[config.mk]
export PLATFORM = sky130hd
export DESIGN_NAME = rac_inventory
export DESIGN_NICKNAME = d
export VERILOG_FILES = /design/src/design/rac_pkg.sv /design/src/design/rac_inventory.sv
export VERILOG_INCLUDE_DIRS = /design/src /design/src/design
export SDC_FILE = /design/constraint.sdc
export NUM_CORES = 1
export LEC_CHECK = 0
export BUFFER_PORTS_ARGS = -buffer_cell sky130_fd_sc_hd__buf_2
export CAP_MARGIN = 5
export CORE_MARGIN = 3
export CORE_UTILIZATION = 25
export DETAILED_ROUTE_END_ITERATION = 16
export GPL_TIMING_DRIVEN = 0
export HOLD_SLACK_MARGIN = 0.05
export PLACE_DENSITY = 0.51
export SLEW_MARGIN = 5
export SYNTH_ARGS = -nofsm -noshare
export SYNTH_HDL_FRONTEND = slang
export SYNTH_SLANG_ARGS = --single-unit
export TNS_END_PERCENT = 100
[constraint.sdc]
create_clock -name core_clk -period 5 [get_ports core_clk]
set_input_delay 0.25 -clock core_clk [delete_from_list [all_inputs] [get_ports core_clk]]
set_output_delay 0.25 -clock core_clk [all_outputs]
set_load 0.01 [all_outputs]
[src/design/rac_defines.svh]
/*
  Constants of the tag-side inventory anticollision block: command codes,
  request flag positions, field sizes and reply timing.
  Assumes it is included by bare name from the package and the design file.
*/
// Behaviour
// RQ1 - reader puts 8-bit mask length then mask value right after the command
// RQ2 - mask length counts significant mask bits; mask sent LSB first, whole bytes
// RQ3 - mask padded with zero bits above its MSB; tag drops padding before comparing
// RQ4 - next field starts on byte boundary; mask 0 to 8 bytes, then 16-bit CRC
// RQ5 - optional family byte between command and mask length, when family flag set
// RQ6 - single-slot flag gives one slot, no slot bits; else 16 slots, 4 bits
// RQ7 - answer only if UID low bits equal slot number above significant mask bits
// RQ8 - slot zero starts at the request EOF with slot number zero
// RQ9 - lone EOF below last slot increments slot number and compares again
// RQ10 - an SOF during the slots abandons anticollision; new request decoded normally
// RQ11 - every new inventory request restarts slot numbering at zero
// RQ12 - reader waits for a whole reply frame before the next slot EOF
// RQ13 - with no reply seen, reader may send the slot EOF after its wait
// RQ14 - tag waits its reply delay after EOF before replying or changing slot
// RQ15 - reader waits at least 309.2 us after a reply before next EOF
// RQ16 - silent-slot reader wait: max reply delay plus reply SOF or nominal time
// RQ17 - slot EOFs may be 10% or 100% modulated; tag accepts both
// RQ18 - tag timings hold within plus or minus 32 carrier periods
// RQ19 - maximum reply delay does not govern write-type requests
// RQ20 - initiated inventory answered only when batch-armed by an earlier initiate
// RQ21 - fast initiate variants double the reply data rate
// RQ22 - with inventory flag, flag bit 5 is family filter, bit 6 single slot
// RQ23 - an inventory request with an error gets no reply at all
// RQ24 - EOF in the last slot ends the sequence with no further answer
// RQ25 - CRC failure makes the request invalid; no anticollision starts
`ifndef RAC_DEFINES_SVH
`define RAC_DEFINES_SVH

`define RAC_CMD_INVENTORY     8'h01
`define RAC_CMD_INV_INIT      8'hD1
`define RAC_CMD_FAST_INV_INIT 8'hC1
`define RAC_CMD_INITIATE      8'hD2
`define RAC_CMD_FAST_INITIATE 8'hC2

// flag bit positions, counted from zero (bit 3, 5, 6 in one-based terms)
`define RAC_FLG_INVENTORY 2
`define RAC_FLG_FAMILY    4
`define RAC_FLG_SINGLE    5

`define RAC_IDX_FLAGS     5'h00
`define RAC_IDX_CMD       5'h01
`define RAC_LEN_POS_PLAIN 5'h02
`define RAC_LEN_POS_AFI   5'h03
`define RAC_CRC_BYTES     5'h02
`define RAC_MASK_MAX_BITS 8'h40
`define RAC_MASK_MAX_BYTE 5'h08
`define RAC_SLOT_BITS     8'h04
`define RAC_LAST_SLOT     4'hF

// reply delay figures in ns, clock period in ns, carrier tolerance in ns
`define RAC_CLK_PERIOD_NS 10
`define RAC_T1_MIN_NS     318600
`define RAC_T1_NOM_NS     320900
`define RAC_T1_MAX_NS     323300
`define RAC_CARRIER_KHZ   13560
`define RAC_TOL_NS        ((32 * 1000000) / `RAC_CARRIER_KHZ)

`endif

[src/design/rac_pkg.sv]
/*
  Types of the inventory anticollision block.
  Assumes the defines header sits next to it.
*/
`include "rac_defines.svh"

package rac_pkg;

	// request/slot sequencer states
	typedef enum logic [1:0]
	{
		RAC_IDLE  = 2'b00,
		RAC_RECV  = 2'b01,
		RAC_DELAY = 2'b10,
		RAC_SLOT  = 2'b11
	} rac_state_type;

endpackage

[src/design/rac_inventory.sv]
/*
  Tag-side inventory anticollision: parses request bytes, checks the
  request, runs the slot sequence and times the reply delay.
  Assumes an RF front end that delivers decoded bytes, one-cycle SOF and
  EOF (rising edge) pulses and a CRC verdict valid with the EOF pulse.
*/
`timescale 1ns/1ps
`include "rac_defines.svh"

module rac_inventory
	import rac_pkg::*;
#(
	parameter int REPLY_WAIT_CYCLES = `RAC_T1_NOM_NS / `RAC_CLK_PERIOD_NS
)
(
	input  wire logic        core_clk,
	input  wire logic        sys_rst,
	input  wire logic        rx_sof,
	input  wire logic        rx_eof,
	input  wire logic        rx_byte_valid,
	input  wire logic [7:0]  rx_byte,
	input  wire logic        rx_crc_ok,
	input  wire logic [63:0] tag_uid,
	output logic             reply_start,
	output logic             reply_fast,
	output logic             reply_uid,
	output logic             pass_request,
	output logic             anticol_active,
	output logic [3:0]       current_slot_number,
	output logic             batch_armed,
	output logic [7:0]       family_id
);

	localparam int WW = $clog2(REPLY_WAIT_CYCLES + 1);

	////////////////////////////////////////////////////////////////////////
	rac_state_type state_reg;
	logic [4:0]    byte_cnt_reg;
	logic [7:0]    flags_reg;
	logic [7:0]    cmd_reg;
	logic [7:0]    mask_len_reg;
	logic [63:0]   mask_reg;
	logic [3:0]    slot_reg;
	logic          in_seq_reg;
	logic [WW-1:0] wait_reg;
	logic          reply_start_reg;
	logic          reply_fast_reg;
	logic          reply_uid_reg;
	logic          pass_reg;
	logic          armed_reg;
	logic [7:0]    family_reg;

	////////////////////////////////////////////////////////////////////////
	// field positions within the request
	wire       family_on = flags_reg[`RAC_FLG_FAMILY];                       // see RQ22
	wire       single_on = flags_reg[`RAC_FLG_SINGLE];                       // see RQ22
	wire [4:0] len_pos   = family_on ? `RAC_LEN_POS_AFI : `RAC_LEN_POS_PLAIN; // see RQ5
	wire [4:0] mask_bytes = 5'((9'(mask_len_reg) + 9'h007) >> 3);            // see RQ2
	wire [4:0] mask_idx  = byte_cnt_reg - len_pos - 5'h01;
	wire       at_family = family_on && byte_cnt_reg == `RAC_LEN_POS_PLAIN;  // see RQ5
	wire       at_len    = byte_cnt_reg == len_pos;                          // see RQ1
	// mask bytes end where the length says; anything after is the CRC
	wire       at_mask   = byte_cnt_reg > len_pos && mask_idx < mask_bytes
	                       && mask_idx < `RAC_MASK_MAX_BYTE;                 // see RQ4
	wire [4:0] expect_cnt = len_pos + 5'h01 + mask_bytes + `RAC_CRC_BYTES;   // see RQ4

	// command decode
	wire is_inv      = cmd_reg == `RAC_CMD_INVENTORY;
	wire is_init_inv = cmd_reg == `RAC_CMD_INV_INIT || cmd_reg == `RAC_CMD_FAST_INV_INIT;
	wire is_initiate = cmd_reg == `RAC_CMD_INITIATE || cmd_reg == `RAC_CMD_FAST_INITIATE;
	wire is_fast     = cmd_reg == `RAC_CMD_FAST_INV_INIT
	                   || cmd_reg == `RAC_CMD_FAST_INITIATE;                 // see RQ21

	// a malformed or corrupted inventory request leaves the tag silent
	wire req_ok = rx_crc_ok                                                  // see RQ25
	              && byte_cnt_reg == expect_cnt                              // see RQ4
	              && mask_len_reg <= `RAC_MASK_MAX_BITS
	              && flags_reg[`RAC_FLG_INVENTORY];                          // see RQ23
	wire start_seq = req_ok && (is_inv || (is_init_inv && armed_reg));       // see RQ20
	wire arm_req   = rx_crc_ok && is_initiate;

	// frame events: an SOF always wins over a coincident EOF
	wire sof_now   = rx_sof;
	wire eof_now   = rx_eof && !rx_sof;
	wire req_end   = state_reg == RAC_RECV && eof_now;
	wire wait_done = wait_reg == '0;
	wire last_slot = single_on || slot_reg == `RAC_LAST_SLOT;                // see RQ6

	////////////////////////////////////////////////////////////////////////
	// comparator: slot number stacked above the significant mask bits
	wire [7:0]  slot_bits = single_on ? 8'h00 : `RAC_SLOT_BITS;              // see RQ6
	wire [7:0]  cmp_width = slot_bits + mask_len_reg;
	wire [63:0] len_mask  = ~(~64'h0 << mask_len_reg);                       // see RQ3
	wire [63:0] cmp_mask  = ~(~64'h0 << cmp_width);                          // see RQ7
	wire [63:0] slot_sh   = {60'h0, slot_reg} << mask_len_reg;
	wire [63:0] pattern   = slot_sh | (mask_reg & len_mask);                 // see RQ3
	wire        uid_match = ((tag_uid ^ pattern) & cmp_mask) == 64'h0;       // see RQ7

	////////////////////////////////////////////////////////////////////////
	// next state; EOF depth is not seen here, so 10% and 100% slot EOFs
	// advance alike
	rac_state_type state_next;
	always_comb
	begin
		state_next = state_reg;
		unique case (state_reg)
			RAC_IDLE  : state_next = state_reg;
			RAC_RECV  :
				if (eof_now)
					state_next = (start_seq || arm_req) ? RAC_DELAY : RAC_IDLE;
			RAC_DELAY :
				if (wait_done)
					state_next = in_seq_reg ? RAC_SLOT : RAC_IDLE;      // see RQ14
			RAC_SLOT  :
				if (eof_now)
					state_next = last_slot ? RAC_IDLE : RAC_DELAY;      // see RQ17, RQ24
		endcase
		if (sof_now)
			state_next = RAC_RECV;                                   // see RQ10
	end

	////////////////////////////////////////////////////////////////////////
	// sequencer and request capture
	always_ff @(posedge core_clk or posedge sys_rst)
	begin
		if (sys_rst)
		begin
			state_reg    <= RAC_IDLE;
			byte_cnt_reg <= 5'h00;
			flags_reg    <= 8'h00;
			cmd_reg      <= 8'h00;
			mask_len_reg <= 8'h00;
			mask_reg     <= 64'h0;
			family_reg   <= 8'h00;
		end
		else
		begin
			state_reg <= state_next;
			if (sof_now)
			begin
				byte_cnt_reg <= 5'h00;                               // see RQ11
				mask_reg     <= 64'h0;
				mask_len_reg <= 8'h00;
			end
			else if (state_reg == RAC_RECV && rx_byte_valid)
			begin
				// count saturates so an overlong frame can never look well formed
				if (byte_cnt_reg != 5'h1F)
					byte_cnt_reg <= byte_cnt_reg + 5'h01;
				if (byte_cnt_reg == `RAC_IDX_FLAGS)
					flags_reg <= rx_byte;
				if (byte_cnt_reg == `RAC_IDX_CMD)
					cmd_reg <= rx_byte;
				if (at_family)
					family_reg <= rx_byte;                           // see RQ5
				if (at_len)
					mask_len_reg <= rx_byte;                         // see RQ1
				if (at_mask)
					mask_reg[mask_idx[2:0] * 8 +: 8] <= rx_byte;     // see RQ2
			end
		end
	end

	// slot number and sequence flag
	always_ff @(posedge core_clk or posedge sys_rst)
	begin
		if (sys_rst)
		begin
			slot_reg   <= 4'h0;
			in_seq_reg <= 1'b0;
		end
		else if (sof_now)
		begin
			in_seq_reg <= 1'b0;                                      // see RQ10
		end
		else if (req_end)
		begin
			slot_reg   <= 4'h0;                                      // see RQ8, RQ11
			in_seq_reg <= start_seq;
		end
		else if (state_reg == RAC_SLOT && eof_now)
		begin
			if (last_slot)
				in_seq_reg <= 1'b0;                                  // see RQ24
			else
				slot_reg <= slot_reg + 4'h1;                         // see RQ9
		end
	end

	// reply delay: nominal count sits mid-window, well inside the tolerance
	always_ff @(posedge core_clk or posedge sys_rst)
	begin
		if (sys_rst)
			wait_reg <= '0;
		else if (state_next == RAC_DELAY && state_reg != RAC_DELAY)
			wait_reg <= WW'(REPLY_WAIT_CYCLES - 1);                  // see RQ14, RQ18
		else if (!wait_done)
			wait_reg <= wait_reg - WW'(1);
	end

	////////////////////////////////////////////////////////////////////////
	// reply strobes; only anticollision commands are timed here, write-type
	// requests go out on pass_request and keep their own timing
	always_ff @(posedge core_clk or posedge sys_rst)
	begin
		if (sys_rst)
		begin
			reply_start_reg <= 1'b0;
			reply_fast_reg  <= 1'b0;
			reply_uid_reg   <= 1'b0;
			pass_reg        <= 1'b0;
			armed_reg       <= 1'b0;
		end
		else
		begin
			reply_start_reg <= state_reg == RAC_DELAY && wait_done && !sof_now
			                   && (!in_seq_reg || uid_match);             // see RQ7, RQ14
			pass_reg        <= req_end && !(is_inv || is_init_inv || is_initiate); // see RQ19
			if (req_end)
			begin
				reply_fast_reg <= is_fast;                           // see RQ21
				reply_uid_reg  <= start_seq;
				if (arm_req)
					armed_reg <= 1'b1;                               // see RQ20
			end
		end
	end

	assign reply_start         = reply_start_reg;
	assign reply_fast          = reply_fast_reg;
	assign reply_uid           = reply_uid_reg;
	assign pass_request        = pass_reg;
	assign anticol_active      = in_seq_reg;
	assign current_slot_number = slot_reg;
	assign batch_armed         = armed_reg;
	assign family_id           = family_reg;
endmodule

==> flow_summary.yaml <==
outcome:
  status: "finished, final reports clean"
sta:
  relSlewSlack: 0.165
  post-route-period-util: 0.918
  clock.fmax_mhz: 218
  hold_violations: 0
  worstMarginPinSlew_ns: 1.25
  maxSlewViolCount: 0
  rsz0062_at_grt: "no"
  skew_ns: 0.0152
  setup_ws_ns: 0.410
  post-route-min-period_ns: 4.59
  finalSetupViolCount: 0
pwr:
  p_int_mw: 2.11
  cellPowerDensity_nw_per_um2: 267
  power_frac_seq: 0.387
  peakVddDrop_v: 0.000247
  leakage_nw: 4.65
  p_comb_frac: 0.170
  p_sw_frac: 0.276
  power_switching_mw: 0.803
  clock_power_share: 0.443
floorplan:
  die_w_um: 197
  io_pins: 96
  dieArea_um2: 39000
  rows: 69
  coreArea_um2: 35800
  die_h_um: 197
  start_util: 0.256
drt:
  antenna_left: 0
  dr.pass1.iters: 5
  drc: 0
  drt_iter0_markers: 835
  vias_per_cell: 5.49
  wl_mm: 39.7
  vias: 9095
  post_drt_wl_per_cell_um: 24.0
placed_design:
  dp_hpwl_mm: 31.0
  gp_congestion: 1.00
  dp_slack_ns: 0.162
  io_buffers: 94
  dp_cells: 1624
yosys:
  synth-seq-cells: 123
  ys_warn_count: 0
  synth_edf_count: 0
  avgSynthCellArea_um2: 8.59
  ys.flop_type: "dfrtp_1"
  async_reset_ff_frac: 1.00
  netlist_area_um2: 9160
  yosysSeqAreaShare: 0.336
  synth_cells: 1066
  synth_nets: 1164
  synth_cell_types: 75
clocking:
  cts_tree: "built"
  clock_latency_ns: 0.42
  root_buffer: "clkbuf_16"
  cts_sinks: 123
  clkSlewWorstSetupHoldPaths_ns: 0.05
  cts_buffers: 17
  cts_max_path_buffers: 2
  htreeDepth: 4
  cts_setup_buffers: 0
global_routing:
  grt_antenna_before_repair: 0
  grtUsageTotal: 0.203
  grt_pass1_wl_mm: 59.0
  overflow: 0
  grt_pass1_vias: 8854
  grt_max_degree: 79
setup_path:
  crit_family: "buffers and inverters"
  worst_ep_required_time_ns: 5.28
  critical_path_buf_inv_count: 3
  end_kind: "flop"
  cpMostUsedCell: "clkbuf_1"
  crit_type: "reg -> reg"
  startpoint_type: "flop"
  arrival_ns: 4.87
  critical_path_peak_fanout: 10
  slowest_delay_ns: 0.69
  slowest_stage: "clkbuf_1"
  crit_chain: "clkbuf_1, clkbuf_1, inv_1, xnor2_1, ha_1, o21a_1, nor4_1, nand3_1, mux2i_1, nor2_1"
cells_and_area:
  largest_reg_flops: 64
  drive_gt1_frac: 0.151
  area.sequential_um2: 3080
  multiInputGateArea_um2: 5690
  finalNonFillerCells: 1656
  nets: 1280
  area_growth_pct: 18.8
  fillers: 3818
  insertedDiodeCount: 0
run:
  maxCapViolCount: 0
min_path:
  hp-class: "in -> reg"
==> per-layer routing <==
metal  up-vias  routed length (um)  global-route usage  part of all wire
li1       4118                   -                   -                 -
met1      4419               17800               0.285              0.45
met2       455               17100               0.307              0.43
met3       103                3180              0.0409             0.080
met4         0                1680              0.0832             0.042
met5         -                   0                   0                 0
==> final timing paths <==
| kind | to | start | cells after the start | slack [ns] |
|---|---|---|---|---|
| max reg2reg | mask_reg[8]$_DFFE_PP0P_ | mask_len_reg[7]$_DFFE_PP0P_ | 10 | 0.41 |
| max in group asynchronous | mask_reg[26]$_DFFE_PP0P_ | sys_rst | 4 | 3.85 |
| min reg2reg | reply_fast$_DFFE_PP0P_ | cmd_reg[4]$_DFFE_PP0P_ | 1 | 0.50 |
| min | family_id[6]$_DFFE_PP0P_ | rx_byte[6] | 2 | 0.08 |
| max | mask_reg[8]$_DFFE_PP0P_ | mask_len_reg[7]$_DFFE_PP0P_ | 10 | 0.41 |
| min in group asynchronous | family_id[3]$_DFFE_PP0P_ | sys_rst | 3 | 0.41 |
==> cell usage in the layout, fill, tap and decap left out, drive strengths merged, types with 6 or more instances in the layout <==
cell     count
a211oi      10
nand2b      16
mux2        22
and3        15
o21ai       55
a21oi       41
nand3       27
nor2b        6
nand4        6
a221oi       6
nand2      101
buf        114
a22oi       27
dfrtp      123
or3          8
xor2        41
o21a         9
nor2       120
xnor2       60
ha          20
o2bb2ai      7
nand3b       8
a31oi        8
nor4        15
mux2i       54
o22ai        6
nor3        32
inv         22
a32oi       22
o211ai       9
o31ai        6
clkbuf      84
a22o        20
or2          6
==> repair_timing <==
action / 4_1_cts / 5_1_grt
setup endpoints to repair: 0 / 10
hold endpoints to repair: 45 / 0
gates resized for setup: 0 / 2
hold buffers: 1 / 0
==> layout make-up <==
| type | count | share of cell area |
|---|---|---|
| repair buffers | 98 | 0.0478 |
| inverters | 22 | 0.00805 |
| clock inverters | 6 | 0.00989 |
| clock buffers | 26 | 0.0468 |
| well taps | 461 | 0.0530 |
| multi-input cells | 845 | 0.523 |
| flip-flops and latches | 123 | 0.283 |
| plain buffers | 75 | 0.0282 |
==> synth_stat cells (27+ instances only) <==
cell      number  area share
a21oi_1       41       0.022
a22oi_1       27       0.022
clkbuf_1      59       0.024
dfrtp_1      123        0.34
mux2i_1       54       0.059
nand2_1      101       0.041
nand3_1       27       0.015
nor2_1       120       0.049
nor3_1        28       0.015
o21ai_0       54       0.030
xnor2_1       60       0.057
xor2_1        41       0.039
==> power by group through the flow <==
| stage | registers [mW] | logic, mW | clock network, mW |
|---|---|---|---|
| finish | 1.13 | 0.494 | 1.29 |
| global route | 1.14 | 0.547 | 1.36 |
| CTS | 1.13 | 0.496 | 1.32 |
| floorplan | 1.13 | 0.319 | 0 |
| detailed placement | 1.14 | 0.492 | 0 |
| global placement | 1.14 | 0.486 | 0 |
==> per-stage QoR <==
stage	total power, mW	area (um2)	utilization	hold WS (ns)	TNS [ns]
floorplan	1.45	9160	-	0.400	0
global placement	1.63	10200	0.285	0.487	-40.62
detailed placement	1.64	10300	0.286	0.316	0
CTS	2.94	10900	0.304	0.0595	0
global route	3.05	10900	0.304	0.0654	0
finish	2.91	10900	0.304	0.0777	0
==> logic make-up (layout without fill, tap and decap cells) <==
kind of cell               Yosys count  in the layout  synth area share
xor gates and xnor gates           101            101            0.0966
adders and majority gates           21             21            0.0284
AOI/OAI and AO/OA                  258            258             0.197
muxes                               77             77            0.0885
DFF                                123            123             0.336
buffers and inverters               98            227            0.0428
and+or+nand+nor                    388            388             0.211
Power figures use the tool's default switching activity.
